**src/shared/adc_cfg.svh**
```systemverilog
// register offsets, field positions, reset values and timing for the converter control
`ifndef ADC_CFG_SVH
`define ADC_CFG_SVH

`define ADC_IDX_CTRL1      8'h1C
`define ADC_IDX_CTRL2      8'h1D
`define ADC_IDX_RES_LOW    8'h1E
`define ADC_IDX_RES_HIGH   8'h1F

`define ADC_CTRL1_RESET    8'h10
`define ADC_CTRL2_RESET    8'h00
`define ADC_START_BIT      7
`define ADC_MODE_HI        6
`define ADC_MODE_LO        5
`define ADC_AIN_DIS_BIT    4
`define ADC_CHAN_HI        3
`define ADC_LADDER_BIT     5
`define ADC_CTIME_HI       3
`define ADC_CTIME_LO       1

`define ADC_TICKS_000      11'h027
`define ADC_TICKS_010      11'h04E
`define ADC_TICKS_011      11'h09C
`define ADC_TICKS_100      11'h138
`define ADC_TICKS_101      11'h270
`define ADC_TICKS_110      11'h4E0
`define ADC_SAMPLE_STEPS   4'h2
`define ADC_MSB_TRIAL      10'h200

`endif

```
**src/shared/adc_pkg.sv**
```systemverilog
// types used by the converter control for its mode field and sequencer state
package adc_pkg;
  typedef enum logic [1:0] {
    MODE_OFF    = 2'h0,
    MODE_SOFT   = 2'h1,
    MODE_RSVD   = 2'h2,
    MODE_REPEAT = 2'h3
  } op_mode_t;

  typedef enum logic [2:0] {
    ST_IDLE    = 3'h1,
    ST_SAMPLE  = 3'h2,
    ST_CONVERT = 3'h4
  } conv_state_t;
endpackage : adc_pkg

```
**src/design/conv_timer.sv**
```systemverilog
// conversion length counter in oscillator ticks, with evenly spaced step pulses
`timescale 1ns/1ns
module conv_timer #(
  parameter int TW = 11
) (
  // clock and reset
  input  wire logic          clk_sys,
  input  wire logic          rst_n,
  // control
  input  wire logic          fc_tick,
  input  wire logic          load,
  input  wire logic          abort,
  input  wire logic [TW-1:0] ticks,
  // events
  output logic               step,
  output logic               done
);
  logic [TW-1:0] count_r;
  logic [TW-1:0] step_cnt_r;
  logic [TW-1:0] period_r;
  logic          run_r;

  // a step every sixteenth of the length, rounded down, leaves room for sample plus ten trials
  always_comb begin
    done = run_r && fc_tick && (count_r == TW'(1));
    step = run_r && fc_tick && (step_cnt_r == TW'(1)) && !done;
  end

  always_ff @(posedge clk_sys or negedge rst_n) begin
    if (!rst_n) begin
      count_r    <= '0;
      step_cnt_r <= '0;
      period_r   <= '0;
      run_r      <= 1'b0;
    end else if (abort) begin
      run_r <= 1'b0;
    end else if (load) begin
      count_r    <= ticks;
      period_r   <= ticks >> 4;
      step_cnt_r <= ticks >> 4;
      run_r      <= 1'b1;
    end else if (run_r && fc_tick) begin
      count_r    <= count_r - TW'(1);
      step_cnt_r <= (step_cnt_r == TW'(1)) ? period_r : step_cnt_r - TW'(1);
      if (done)
        run_r <= 1'b0;
    end
  end
endmodule : conv_timer

```
**src/design/sar_adc_ctrl.sv**
```systemverilog
// successive-approximation converter control with apb register slave
//
// Contract
// - ladder connects during conversion or when forced
// - time code picks 39 to 1248 ticks
// - second control bits 7:6 read undefined
// - standby resets control, blocks its writes
// - result split high eight, low two
// - high result read clears done flag
// - busy set at start, cleared at end
// - low result bits 3:0 read arbitrary
// - start bit in soft mode converts once
// - completion stores result, flags, interrupts together
// - start bit self-clears once conversion begins
// - repeat mode restarts after each completion
// - mode off aborts, partial result discarded
// - new start clears flag, keeps old result
// - mode field: off, soft, reserved, repeat
// - channel field selects inputs zero to seven
// - analog input disable bit gates inputs
//
// Added by the designer: register access over APB.
`timescale 1ns/1ns
`include "adc_cfg.svh"
module sar_adc_ctrl #(
  parameter int AW     = 8,
  // below 3 a trial acts on a stale synchronised comparator at the shortest time code
  parameter int FC_DIV = 16
) (
  // clock and reset
  input  wire logic          clk_sys,
  input  wire logic          rst_n,
  // apb slave
  input  wire logic          psel,
  input  wire logic          penable,
  input  wire logic          pwrite,
  input  wire logic [AW-1:0] paddr,
  input  wire logic [31:0]   pwdata,
  output logic               pready,
  output logic [31:0]        prdata,
  output logic               pslverr,
  // power manager
  input  wire logic          standby_req,
  // analog front end
  input  wire logic          comparator_in,
  output logic [3:0]         channel_select_field,
  output logic               analog_input_disable,
  output logic               ladder_connect,
  output logic               sample_hold,
  output logic [9:0]         dac_code,
  // completion event
  output logic               conversion_done_irq
);
  localparam int TW = 11;

  logic [7:0]  ctrl1_r;
  logic [7:0]  ctrl2_r;
  logic [9:0]  result_r;
  logic        done_flag_r;
  logic        busy_r;
  adc_pkg::conv_state_t state_r;
  logic [9:0]  sar_r;
  logic [9:0]  trial_r;
  logic [3:0]  step_idx_r;
  logic [7:0]  fc_div_r;
  logic        fc_tick;
  logic        comp_meta_r;
  logic        comp_s2_r;
  logic        comp_s3_r;
  logic        comp_r;
  logic        wr_acc;
  logic        rd_acc;
  logic        start_req;
  logic        restart;
  logic        mode_kill;
  logic        conv_go;
  logic        step;
  logic        conv_done;
  logic [TW-1:0] ticks_sel;
  adc_pkg::op_mode_t mode;
  adc_pkg::op_mode_t wr_mode;

  function automatic logic [AW-1:0] byte_addr(input logic [7:0] idx);
    byte_addr = AW'({idx, 2'b00});
  endfunction : byte_addr

  function automatic logic mode_runs(input adc_pkg::op_mode_t m);
    mode_runs = (m == adc_pkg::MODE_SOFT) || (m == adc_pkg::MODE_REPEAT);
  endfunction : mode_runs

  // reserved codes fall back to the nearest legal length
  function automatic logic [TW-1:0] ticks_for(input logic [2:0] code);
    unique case (code)
      3'h0, 3'h1: ticks_for = `ADC_TICKS_000;
      3'h2:       ticks_for = `ADC_TICKS_010;
      3'h3:       ticks_for = `ADC_TICKS_011;
      3'h4:       ticks_for = `ADC_TICKS_100;
      3'h5:       ticks_for = `ADC_TICKS_101;
      default:    ticks_for = `ADC_TICKS_110;
    endcase
  endfunction : ticks_for

  always_comb begin
    mode      = adc_pkg::op_mode_t'(ctrl1_r[`ADC_MODE_HI:`ADC_MODE_LO]);
    wr_mode   = adc_pkg::op_mode_t'(pwdata[`ADC_MODE_HI:`ADC_MODE_LO]);
    ticks_sel = ticks_for(ctrl2_r[`ADC_CTIME_HI:`ADC_CTIME_LO]);
    wr_acc    = psel && penable && pwrite && !standby_req;
    rd_acc    = psel && penable && !pwrite;
    mode_kill = !mode_runs(mode) && busy_r;
    start_req = ctrl1_r[`ADC_START_BIT] && mode_runs(mode) && !busy_r
                && !standby_req;
    restart   = conv_done && (mode == adc_pkg::MODE_REPEAT)
                && !standby_req;
    conv_go   = start_req || restart;
  end

  // oscillator tick enable derived from the system clock
  always_ff @(posedge clk_sys or negedge rst_n) begin
    if (!rst_n)
      fc_div_r <= '0;
    else if (fc_div_r == 8'(FC_DIV - 1))
      fc_div_r <= '0;
    else
      fc_div_r <= fc_div_r + 8'h01;
  end
  assign fc_tick = (fc_div_r == 8'(FC_DIV - 1));

  // comparator is asynchronous to us; accept only once two stages agree
  always_ff @(posedge clk_sys or negedge rst_n) begin
    if (!rst_n) begin
      comp_meta_r <= 1'b0;
      comp_s2_r   <= 1'b0;
      comp_s3_r   <= 1'b0;
      comp_r      <= 1'b0;
    end else begin
      comp_meta_r <= comparator_in;
      comp_s2_r   <= comp_meta_r;
      comp_s3_r   <= comp_s2_r;
      if (comp_s2_r == comp_s3_r)
        comp_r <= comp_s3_r;
    end
  end

  conv_timer #(.TW(TW)) u_timer (
    .clk_sys (clk_sys),
    .rst_n   (rst_n),
    .fc_tick (fc_tick),
    .load    (conv_go),
    .abort   (mode_kill || standby_req),
    .ticks   (ticks_sel),
    .step    (step),
    .done    (conv_done)
  );

  // control registers
  always_ff @(posedge clk_sys or negedge rst_n) begin
    if (!rst_n) begin
      ctrl1_r <= `ADC_CTRL1_RESET;
      ctrl2_r <= `ADC_CTRL2_RESET;
    end else if (standby_req) begin
      ctrl1_r <= `ADC_CTRL1_RESET;
      ctrl2_r <= `ADC_CTRL2_RESET;
    end else begin
      if (start_req)
        ctrl1_r[`ADC_START_BIT] <= 1'b0;
      if (wr_acc && paddr == byte_addr(`ADC_IDX_CTRL1))
        ctrl1_r <= pwdata[7:0];
      if (wr_acc && paddr == byte_addr(`ADC_IDX_CTRL2))
        ctrl2_r <= pwdata[7:0];
    end
  end

  // conversion sequencer
  always_ff @(posedge clk_sys or negedge rst_n) begin
    if (!rst_n) begin
      state_r    <= adc_pkg::ST_IDLE;
      busy_r     <= 1'b0;
      sar_r      <= '0;
      trial_r    <= '0;
      step_idx_r <= '0;
    end else if (standby_req || mode_kill) begin
      state_r <= adc_pkg::ST_IDLE;
      busy_r  <= 1'b0;
      trial_r <= '0;
    end else if (conv_go) begin
      state_r    <= adc_pkg::ST_SAMPLE;
      busy_r     <= 1'b1;
      sar_r      <= '0;
      trial_r    <= '0;
      step_idx_r <= '0;
    end else if (conv_done) begin
      state_r <= adc_pkg::ST_IDLE;
      busy_r  <= 1'b0;
    end else if (step) begin
      step_idx_r <= step_idx_r + 4'h1;
      unique case (state_r)
        adc_pkg::ST_SAMPLE: begin
          if (step_idx_r == `ADC_SAMPLE_STEPS - 4'h1) begin
            state_r <= adc_pkg::ST_CONVERT;
            sar_r   <= `ADC_MSB_TRIAL;
            trial_r <= `ADC_MSB_TRIAL;
          end
        end
        adc_pkg::ST_CONVERT: begin
          if (trial_r != '0) begin
            sar_r   <= (comp_r ? sar_r : (sar_r & ~trial_r)) | (trial_r >> 1);
            trial_r <= trial_r >> 1;
          end
        end
        adc_pkg::ST_IDLE: begin
        end
      endcase
    end
  end

  // result and flags; hardware set wins over the read clear
  always_ff @(posedge clk_sys or negedge rst_n) begin
    if (!rst_n) begin
      result_r    <= '0;
      done_flag_r <= 1'b0;
    end else if (standby_req) begin
      result_r    <= '0;
      done_flag_r <= 1'b0;
    end else if (conv_done && !mode_kill) begin
      result_r    <= sar_r;
      done_flag_r <= 1'b1;
    end else if (start_req) begin
      done_flag_r <= 1'b0;
    end else if (rd_acc && paddr == byte_addr(`ADC_IDX_RES_HIGH)) begin
      done_flag_r <= 1'b0;
    end
  end

  // analog side controls and completion pulse
  always_ff @(posedge clk_sys or negedge rst_n) begin
    if (!rst_n) begin
      ladder_connect       <= 1'b0;
      sample_hold          <= 1'b0;
      dac_code             <= '0;
      channel_select_field <= '0;
      analog_input_disable <= 1'b1;
      conversion_done_irq  <= 1'b0;
    end else begin
      ladder_connect       <= ctrl2_r[`ADC_LADDER_BIT] || busy_r;
      sample_hold          <= state_r == adc_pkg::ST_SAMPLE;
      dac_code             <= sar_r;
      channel_select_field <= ctrl1_r[`ADC_CHAN_HI:0];
      analog_input_disable <= ctrl1_r[`ADC_AIN_DIS_BIT];
      conversion_done_irq  <= conv_done && !standby_req && !mode_kill;
    end
  end

  // apb: zero wait states, read data prepared during setup
  always_ff @(posedge clk_sys or negedge rst_n) begin
    if (!rst_n) begin
      pready  <= 1'b0;
      prdata  <= '0;
      pslverr <= 1'b0;
    end else begin
      pready <= 1'b1;
      if (psel && !penable) begin
        pslverr <= 1'b0;
        prdata  <= '0;
        unique case (paddr)
          byte_addr(`ADC_IDX_CTRL1):    prdata[7:0] <= ctrl1_r;
          byte_addr(`ADC_IDX_CTRL2):    prdata[7:0] <= {2'b00, ctrl2_r[5:0]};
          byte_addr(`ADC_IDX_RES_LOW):
            prdata[7:0] <= {result_r[1:0], done_flag_r, busy_r, 4'h0};
          byte_addr(`ADC_IDX_RES_HIGH): prdata[7:0] <= result_r[9:2];
          default:                      pslverr <= 1'b1;
        endcase
      end
    end
  end

  // helper: oscillator ticks seen during the running conversion
  logic [TW-1:0] tick_seen_r;
  always_ff @(posedge clk_sys or negedge rst_n) begin
    if (!rst_n)
      tick_seen_r <= '0;
    else if (conv_go)
      tick_seen_r <= '0;
    else if (busy_r && fc_tick)
      tick_seen_r <= tick_seen_r + TW'(1);
  end
endmodule : sar_adc_ctrl

```
**config.mk**
```make
export PLATFORM = sky130hd
export DESIGN_NAME = sar_adc_ctrl
export DESIGN_NICKNAME = d
export VERILOG_FILES = /design/src/shared/adc_pkg.sv /design/src/design/conv_timer.sv /design/src/design/sar_adc_ctrl.sv
export VERILOG_INCLUDE_DIRS = /design/src /design/src/shared
export SDC_FILE = /design/constraint.sdc
export NUM_CORES = 1
export LEC_CHECK = 0
export BUFFER_PORTS_ARGS = -buffer_cell sky130_fd_sc_hd__buf_2
export CAP_MARGIN = 20
export CORE_ASPECT_RATIO = 0.75
export CORE_UTILIZATION = 49
export CTS_BUF_LIST = sky130_fd_sc_hd__clkbuf_16
export CTS_CLUSTER_DIAMETER = 100
export DETAILED_ROUTE_END_ITERATION = 7
export PLACE_DENSITY_LB_ADDON = 0.05
export SKIP_CTS_REPAIR_TIMING = 1
export SYNTH_ARGS = -nofsm -noshare
export SYNTH_HDL_FRONTEND = slang
export SYNTH_SLANG_ARGS = --single-unit
export TNS_END_PERCENT = 20
```
**constraint.sdc**
```tcl
create_clock -name clk_sys -period 6.5 [get_ports clk_sys]
set_clock_uncertainty 0.2 [all_clocks]
set_input_delay 0 -clock clk_sys [delete_from_list [all_inputs] [get_ports clk_sys]]
set_output_delay 0 -clock clk_sys [all_outputs]
set_load 0.005 [all_outputs]
```
==> impl_metrics.tcl, run 1 <==
set metrics [dict create \
    status "finished, violations left" \
    violations "negative hold slack" \
    crit_arrival_ps 3410 \
    crit_path_end_kind "register" \
    finalMaxSlewViolations 0 \
    initial_core_util 0.5109 \
    ir_drop_uv 191.1 \
    yosysSeqAreaShare 0.5138 \
    tritoncts "done" \
    cts_buffers 17 \
    fp-row-count 34 \
    leakage_uw 0.003377 \
    clk_latency_ps 410 \
    maxCapViolCount 0 \
    maxSlewHeadroom 0.4025 \
    wirelength_mm 14.20 \
    yosysWarningCount 0 \
    hold_viol 31 \
    grt_setup_unrepaired "no" \
    die_w_um 129.8 \
    grt_pass1_vias 4505 \
    gr-total-overflow 0 \
    syn_area_per_cell_sq_um 10.29 \
    drt_first_iter_violations 245 \
    synthFlopType "dfrtp_1" \
    cp.required_ps 6600 \
    fill_cells 1002 \
    clockBufferDepth 2 \
    max_freq_mhz 302.3 \
    max_slew.worst_pin.slew_ps 892.1 \
    nets 707 \
    io_buffers 50 \
    synth_cell_type_count 65 \
    hold_path_class "in -> async" \
    grt_max_degree 69 \
    ioPinCount 99 \
    ant_nets 0 \
    cts_root_buffer "clkbuf_16" \
    synth_cells 583 \
    synthArstFlopShare 1.000 \
    die_area_sq_um 12690 \
    fp.coreArea_sq_um 11740 \
    area_growth_syn_to_layout_pct 18.92 \
    p_per_area_nw_per_um2 252.0 \
    grt_use_total 0.2393 \
    detail_route.first_pass.iterations 5 \
    synth_edf_count 0 \
    wl_per_cell_um 17.15 \
    die_h_um 97.82 \
    clock-sinks 123 \
    grt_pass1_wl_mm 23.37 \
    ys_seq_elements 123 \
    total_power_uw 1798 \
    drive_gt1_frac 0.1772 \
    final_util 0.6075 \
    period_share 0.5089 \
    dp_hpwl_mm 9.558 \
    diodes 0 \
    clk_pin_slew_worst_paths_ps 60 \
    via_per_inst 5.692 \
    finalSetupViolations 0 \
    hold_slack_ps -35.08 \
    setup_tns_ps 0 \
    drc 0 \
    vias 4713 \
    critPathMaxFanout 19 \
    crit_type "reg -> reg" \
    antenna_found_initial 0 \
    h-tree-depth 4 \
    syn-cell-area_sq_um 5998 \
    period_needed_ps 3308 \
    routabilityCongestion 0.7934 \
    worstSetupStartpointType "register" \
]
==> Yosys cell counts (all sizes together) (6+ instances only) <==
library cell / instances / area [sq um]
a21o: 6 / 45.04
o21ai: 34 / 170.2
clkbuf: 11 / 41.29
xnor2: 8 / 70.07
mux2: 8 / 90.09
dfrtp: 120 / 3003
nand2b: 12 / 75.07
nand3: 27 / 135.1
nand4: 8 / 50.05
ha: 7 / 87.58
nand2: 64 / 240.2
a221o: 14 / 140.1
mux2i: 18 / 180.2
and3: 15 / 93.84
buf: 42 / 276.5
nor2: 34 / 130.1
or4: 8 / 63.81
a22o: 12 / 105.1
a21oi: 17 / 85.08
nor2b: 11 / 68.82
nor4: 6 / 43.79
nor3: 14 / 85.08
inv: 14 / 52.55
a31oi: 7 / 43.79
==> power by group <==
group          internal (uW)  leakage (uW)  switching [uW]
Sequential               768       0.00165            2.21
Clock                    580      0.000298             391
Combinational           19.3       0.00143            37.2
==> state kept, by name, summed over array words and instances (netlist names), 3 cells and up <==
register	cells
result_r	10
trial_r	10
u_timer.count_r	11
dac_code	10
step_idx_r	4
channel_select_field	4
u_timer.step_cnt_r	11
ctrl2_r	6
u_timer.period_r	7
fc_div_r	8
state_r	3
sar_r	10
ctrl1_r	8
prdata	8
==> metal layers <==
metal  vias up  routed length [um]  track usage  share of wire
li1       2210                   -            -              -
met4         0                 155      0.07961          0.011
met3        13                 570      0.04384          0.040
met2       120                6446       0.3509           0.45
met1      2370                7026       0.3570           0.49
met5         -                   0            0              0
==> worst paths after layout <==
check	startpoint	endpoint	slack, ps	depth (start not counted)
worst max-delay path	u_timer.count_r[1]	u_timer.step_cnt_r[2]	3190	7
worst min-delay path	rst_n	prdata[4]	-40	2
min in group clk_sys	paddr[1]	done_flag_r	-30	5
worst max register to register	u_timer.count_r[1]	u_timer.step_cnt_r[2]	3190	7
max in group asynchronous	rst_n	u_timer.step_cnt_r[3]	4820	3
worst min register to register	comp_meta_r	comp_s2_r	170	0
==> layout by cell type, fill, tap and decap left out, types with 3 or more instances in the layout <==
cell / n
inv_6: 8
a31oi_1: 7
conb_1: 25
or2_2: 3
nand2_1: 64
or4_1: 7
and3_1: 15
nand3_1: 27
nor2_1: 33
o221ai_1: 4
nand2b_1: 12
o21ai_0: 34
xor2_1: 4
nor3_2: 3
nor4_1: 4
o31ai_1: 3
ha_1: 7
a31o_2: 3
o211ai_1: 3
a21o_1: 6
nor3_1: 11
dfrtp_1: 120
a21oi_1: 16
mux2_2: 8
xnor2_1: 8
buf_2: 49
nor3b_1: 4
nand4_1: 8
nor2b_1: 11
a221o_1: 14
mux2i_1: 18
inv_1: 14
or3_1: 4
a22o_1: 12
dfstp_2: 3
dlygate4sd3_1: 27
clkbuf_16: 17
buf_4: 5
==> kinds of logic (layout without fill, tap and decap cells) <==
| kind of cell | count (synthesis) | count (layout) | share of synthesized area |
|---|---|---|---|
| buffers and inverters | 68 | 128 | 0.06237 |
| other | 2 | 25 | 0.001252 |
| muxes | 28 | 28 | 0.05257 |
| AOI/OAI and AO/OA | 123 | 123 | 0.1464 |
| and+or+nand+nor | 219 | 219 | 0.1898 |
| DFF | 123 | 123 | 0.5138 |
| adders and majority gates | 8 | 8 | 0.01627 |
| xor gates and xnor gates | 12 | 12 | 0.01752 |
==> metrics by stage <==
| step | area (sq um) | setup slack, ps | std cells |
|---|---|---|---|
| 6_report | 7133 | 3192 | 828 |
| 5_1_grt | 7133 | 3002 | 828 |
| 3_5_place_dp | 6262 | 3225 | 769 |
| 2_1_floorplan | 6085 | 4205 | 606 |
| 4_1_cts | 6863 | 3197 | 801 |
| 3_3_place_gp | 6255 | 3293 | 768 |
==> layout make-up <==
class / instances / area (sq um) / area share
Inverter: 15 / 56.30 / 0.007893
Multi-Input combinational cell: 415 / 2639 / 0.3699
Clock inverter: 15 / 175.2 / 0.02456
Timing Repair Buffer: 81 / 553.0 / 0.07753
Clock buffer: 17 / 425.4 / 0.05964
Tap cell: 162 / 202.7 / 0.02842
Sequential cell: 123 / 3082 / 0.4320
==> critical path: stages (launching register included) <==
cell and delay, ps:
dfrtp_1 410, inv_1 100, ha_1 140, nor3b_1 310, and3_1 500, a21o_1 600
nand2_1 490, a221o_1 440
Note: power is estimated with default switching activity, not from simulation.
==> run 2: changes to the inputs <==
==> constraint.sdc (replaced) <==
create_clock -name clk_sys -period 2.8 [get_ports clk_sys]
set_clock_uncertainty 0.2 [all_clocks]
set_input_delay 0 -clock clk_sys [delete_from_list [all_inputs] [get_ports clk_sys]]
set_output_delay 0 -clock clk_sys [all_outputs]
set_load 0.005 [all_outputs]
==> impl_metrics.tcl, run 2 (synthesis results as in run 1) <==
set metrics [dict create \
    layout_commonest_cell "dfrtp_1" \
    gr-total-overflow 0 \
    crit_type "in -> reg" \
    fp.coreArea_sq_um 11740 \
    dp_hpwl_mm 9.920 \
    reg_top3 "u_timer.count_r: 11 flops, u_timer.step_cnt_r: 11 flops" \
    grt_max_degree 63 \
    pre_cts_ws_ps 233.0 \
    max_freq_mhz 371.7 \
    h-tree-depth 4 \
    maxCapViolCount 0 \
    diodes 0 \
    setup_tns_ps 0 \
    period_share 0.9609 \
    critPathMaxFanout 16 \
    crit_path_end_kind "register" \
    routabilityCongestion 0.8536 \
    ant_nets 0 \
    grt_setup_unrepaired "no" \
    die_h_um 97.82 \
    detail_route.first_pass.iterations 7 \
    wirelength_mm 14.71 \
    max_slew.worst_pin.slew_ps 832.4 \
    grt_pass1_vias 4543 \
    finalSetupViolations 0 \
    wl_per_cell_um 17.18 \
    grt_use_total 0.2451 \
    maxSlewHeadroom 0.4425 \
    clockBufferDepth 2 \
    clk_pin_slew_worst_paths_ps 60 \
    critPathLaunch "paddr[1]" \
    clock-sinks 123 \
    finalMaxSlewViolations 0 \
    drc 0 \
    vias 4860 \
    initial_core_util 0.5109 \
    area_growth_syn_to_layout_pct 23.47 \
    grt_pass1_wl_mm 23.62 \
    place_inst 796 \
    crit_arrival_ps 2840 \
    rr_worst_depth 8 \
    die_area_sq_um 12690 \
    tritoncts "done" \
    leakage_uw 0.003534 \
    ir_drop_uv 418.7 \
    setup_ws_ps 109.5 \
    total_power_uw 4301 \
    hold_path_class "in -> reg" \
    ioPinCount 99 \
    r2r_end "sar_r[4]" \
    p_per_area_nw_per_um2 580.7 \
    final_cell_mix "dfrtp_1 (120), nand2_1 (64), buf_2 (49), o21ai_0 (34), nor2_1 (33)" \
    fin_cells 856 \
    cts_buffers 17 \
    drive_gt1_frac 0.2089 \
    period_needed_ps 2690 \
    crit_end "ctrl1_r[2]" \
    worst_r2r_startpoint "u_timer.count_r[1]" \
    die_w_um 129.8 \
    drt_first_iter_violations 403 \
    worstSetupStartpointType "input port" \
    fp-row-count 34 \
    antenna_found_initial 0 \
    via_per_inst 5.678 \
    io_buffers 50 \
    status "complete, no violations" \
    clk_latency_ps 410 \
    hold_viol 0 \
    cts_root_buffer "clkbuf_16" \
    nets 735 \
    cp.required_ps 2950 \
    final_util 0.6308 \
    rrSetupSlack_ps 150 \
]
==> run 2: changes by cell type in the layout (fill, tap and decap cells not counted), sizes merged <==
cell	previous run	this run
buf	54	82
inv	24	19
clkinv	4	6
clkinvlp	0	1
bufinv	2	4
==> run 2: cell type report <==
type / count / area (sq um)
Timing Repair Buffer: 109 / 788.3
Tap cell: 162 / 202.7
Fill cell: 966 / 4335
Sequential cell: 123 / 3082
Clock buffer: 17 / 425.4
Clock inverter: 15 / 212.7
Inverter: 15 / 56.30
Multi-Input combinational cell: 415 / 2639
==> run 2: routing by layer <==
metal	share of wire	wire, um	GRT usage
met1	0.48	7073	0.3696
met2	0.45	6635	0.3509
met3	0.059	869	0.05370
met4	0.0088	130	0.07692
met5	0	0	0
==> run 2: worst min path at each step <==
| stage | start | slack [ps] | depth (start not counted) | endpoint |
|---|---|---|---|---|
| floorplan | rst_n | -500 | 0 | busy_r |
| global placement | rst_n | -180 | 1 | pready |
| detailed placement | rst_n | -180 | 1 | ctrl2_r[0] |
| CTS | rst_n | -620 | 1 | ctrl2_r[0] |
| global route | comparator_in | 20 | 2 | comp_meta_r |
| finish | paddr[7] | 5 | 5 | prdata[7] |
==> run 2: power breakdown <==
part | switching (uW) | internal, uW | total, uW
Clock | 858 | 1510 | 2370
Sequential | 5.37 | 1780 | 1790
Combinational | 91.2 | 55.1 | 146
Total | 954 | 3350 | 4300
==> run 2: worst max-delay path, stage by stage <==
cell and delay, ps:
dlygate4sd3_1 550, buf_2 140, or3_1 400, nor4_2 250, buf_4 250, nand2_1 80
dlygate4sd3_1 560, o21ai_0 70, dlygate4sd3_1 550
==> run 2: stage by stage <==
stage	area (sq um)	hold slack, ps
after floorplan	6085	-495.6
after global placement	6477	-179.9
after detailed placement	6477	-178.6
after CTS	7116	-621.8
after global routing	7406	20.04
final	7406	4.617
==> run 3: changes to the inputs <==
==> constraint.sdc (replaced) <==
create_clock -name clk_sys -period 3 [get_ports clk_sys]
set_clock_uncertainty 0.2 [all_clocks]
set_input_delay 0 -clock clk_sys [delete_from_list [all_inputs] [get_ports clk_sys]]
set_output_delay 0 -clock clk_sys [all_outputs]
set_load 0.005 [all_outputs]
==> impl_metrics.tcl, run 3 (synthesis results as in run 1) <==
set metrics [dict create \
    crit_arrival_ps 2860 \
    area_growth_syn_to_layout_pct 20.55 \
    gr-total-overflow 0 \
    rrSetupSlack_ps 290 \
    pre_cts_ws_ps 294.2 \
    wirelength_mm 14.52 \
    crit_path_end_kind "register" \
    cts_root_buffer "clkbuf_16" \
    layout_commonest_cell "dfrtp_1" \
    max_slew.worst_pin.slew_ps 876.8 \
    period_share 0.9039 \
    ioPinCount 99 \
    maxCapViolCount 0 \
    p_per_area_nw_per_um2 535.0 \
    tritoncts "done" \
    hold_viol 0 \
    nets 719 \
    worst_r2r_startpoint "u_timer.count_r[1]" \
    clk_latency_ps 410 \
    drive_gt1_frac 0.1965 \
    final_cell_mix "dfrtp_1 (120), nand2_1 (64), buf_2 (49), o21ai_0 (34), nor2_1 (33)" \
    r2r_end "u_timer.step_cnt_r[0]" \
    worstSetupStartpointType "register" \
    rr_worst_depth 7 \
    cp.required_ps 3150 \
    h-tree-depth 4 \
    final_area_sq_um 7231 \
    diodes 0 \
    leakage_uw 0.003445 \
    drc 0 \
    cts_buffers 17 \
    grt_pass1_wl_mm 23.21 \
    grt_use_total 0.2394 \
    period_needed_ps 2712 \
    reg_top3 "u_timer.count_r: 11 flops, u_timer.step_cnt_r: 11 flops" \
    routabilityCongestion 0.8131 \
    maxSlewHeadroom 0.4127 \
    detail_route.first_pass.iterations 4 \
    grt_pass1_vias 4405 \
    drt_first_iter_violations 340 \
    hold_path_class "in -> reg" \
    antenna_found_initial 0 \
    cp_slowest_stage_delay_ps 480 \
    dp_hpwl_mm 9.928 \
    clock-sinks 123 \
    min-delay-start "comparator_in" \
    placed_cell_area_sq_um 6395 \
    max_freq_mhz 368.8 \
    crit_type "reg -> reg" \
    ir_drop_uv 370.7 \
    fin_cells 839 \
    status "complete, no violations" \
    via_per_inst 5.653 \
    fill_cells 986 \
    whs_path_depth 2 \
    crit_chain "inv_1 > ha_1 > nor3b_1 > and3_1 > a21oi_2 > nor2_1 > o221a_2" \
    ant_nets 0 \
    grt_max_degree 66 \
    die_w_um 129.8 \
    fp.coreArea_sq_um 11740 \
    initial_core_util 0.5109 \
    hold_end "comp_meta_r" \
    finalMaxSlewViolations 0 \
    clk_pin_slew_worst_paths_ps 60 \
    clockBufferDepth 2 \
    total_power_uw 3869 \
    die_area_sq_um 12690 \
    crit_slowest_cell "nor2_1" \
    finalSetupViolations 0 \
    setup_ws_ps 288.2 \
    wl_per_cell_um 17.31 \
    critPathMaxFanout 14 \
    vias 4743 \
    die_h_um 97.82 \
    io_buffers 50 \
    fp-row-count 34 \
    place_inst 785 \
    setup_tns_ps 0 \
    grt_setup_unrepaired "no" \
]
run 3: cell types whose count changed in the layout (fill, tap and decap cells not counted), moves of 2 or more:
cell,change
buf_4,-11
dlygate4sd3_1,-5
clkinv_4,-3
clkinv_2,+2
clkinvlp_4,+2
run 3: per-stage QoR:
stage / hold slack (ps) / util
after floorplan: -495.6 / -
after global placement: -255.5 / 0.5447
after detailed placement: -257.6 / 0.5447
after CTS: -696.1 / 0.5954
after global routing: 14.41 / 0.6158
final: 32.61 / 0.6158
run 3: how the worst max path moves through the flow:
stage                                  start  slack (ps)               endpoint  depth (start not counted)
after floorplan                  fc_div_r[4]         700               sar_r[8]                          6
after global placement    u_timer.count_r[1]         320  u_timer.step_cnt_r[0]                          7
after detailed placement  u_timer.count_r[1]         290               sar_r[5]                          7
after CTS                 u_timer.count_r[1]         280               sar_r[5]                          7
after global routing      u_timer.count_r[1]          80  u_timer.step_cnt_r[3]                          7
final                     u_timer.count_r[1]         290  u_timer.step_cnt_r[0]                          7
run 3: power by group:
part	total, uW	internal (uW)	switching (uW)	leakage (uW)
sequential	1670	1660	4.94	0.00165
clock	2060	1310	758	0.000288
combinational	136	51.0	84.8	0.00151
run 3: worst max-delay path: cells and delay by family (launching register included):
kind            cells  cell delay, ps
flops               1             400
simple gates        3            1260
buf+inv             1              90
compound gates      2             560
fa+ha+maj           1             130
run 3: per-layer routing:
metal | routed length [um] | vias up | track usage
li1 | - | 2225 | -
met1 | 7107 | 2340 | 0.3637
met2 | 6471 | 166 | 0.3464
met3 | 822 | 12 | 0.04986
met4 | 119 | 0 | 0.06351
met5 | 0 | - | 0
run 3: final cells by class:
class / count / area, sq um / area share
clock buffer: 17 / 425.4 / 0.05883
timing repair buffer: 93 / 655.6 / 0.09067
tap: 162 / 202.7 / 0.02803
multi-input combinational: 415 / 2639 / 0.3649
inverter: 15 / 56.30 / 0.007787
clock inverter: 14 / 170.2 / 0.02353
sequential: 123 / 3082 / 0.4262
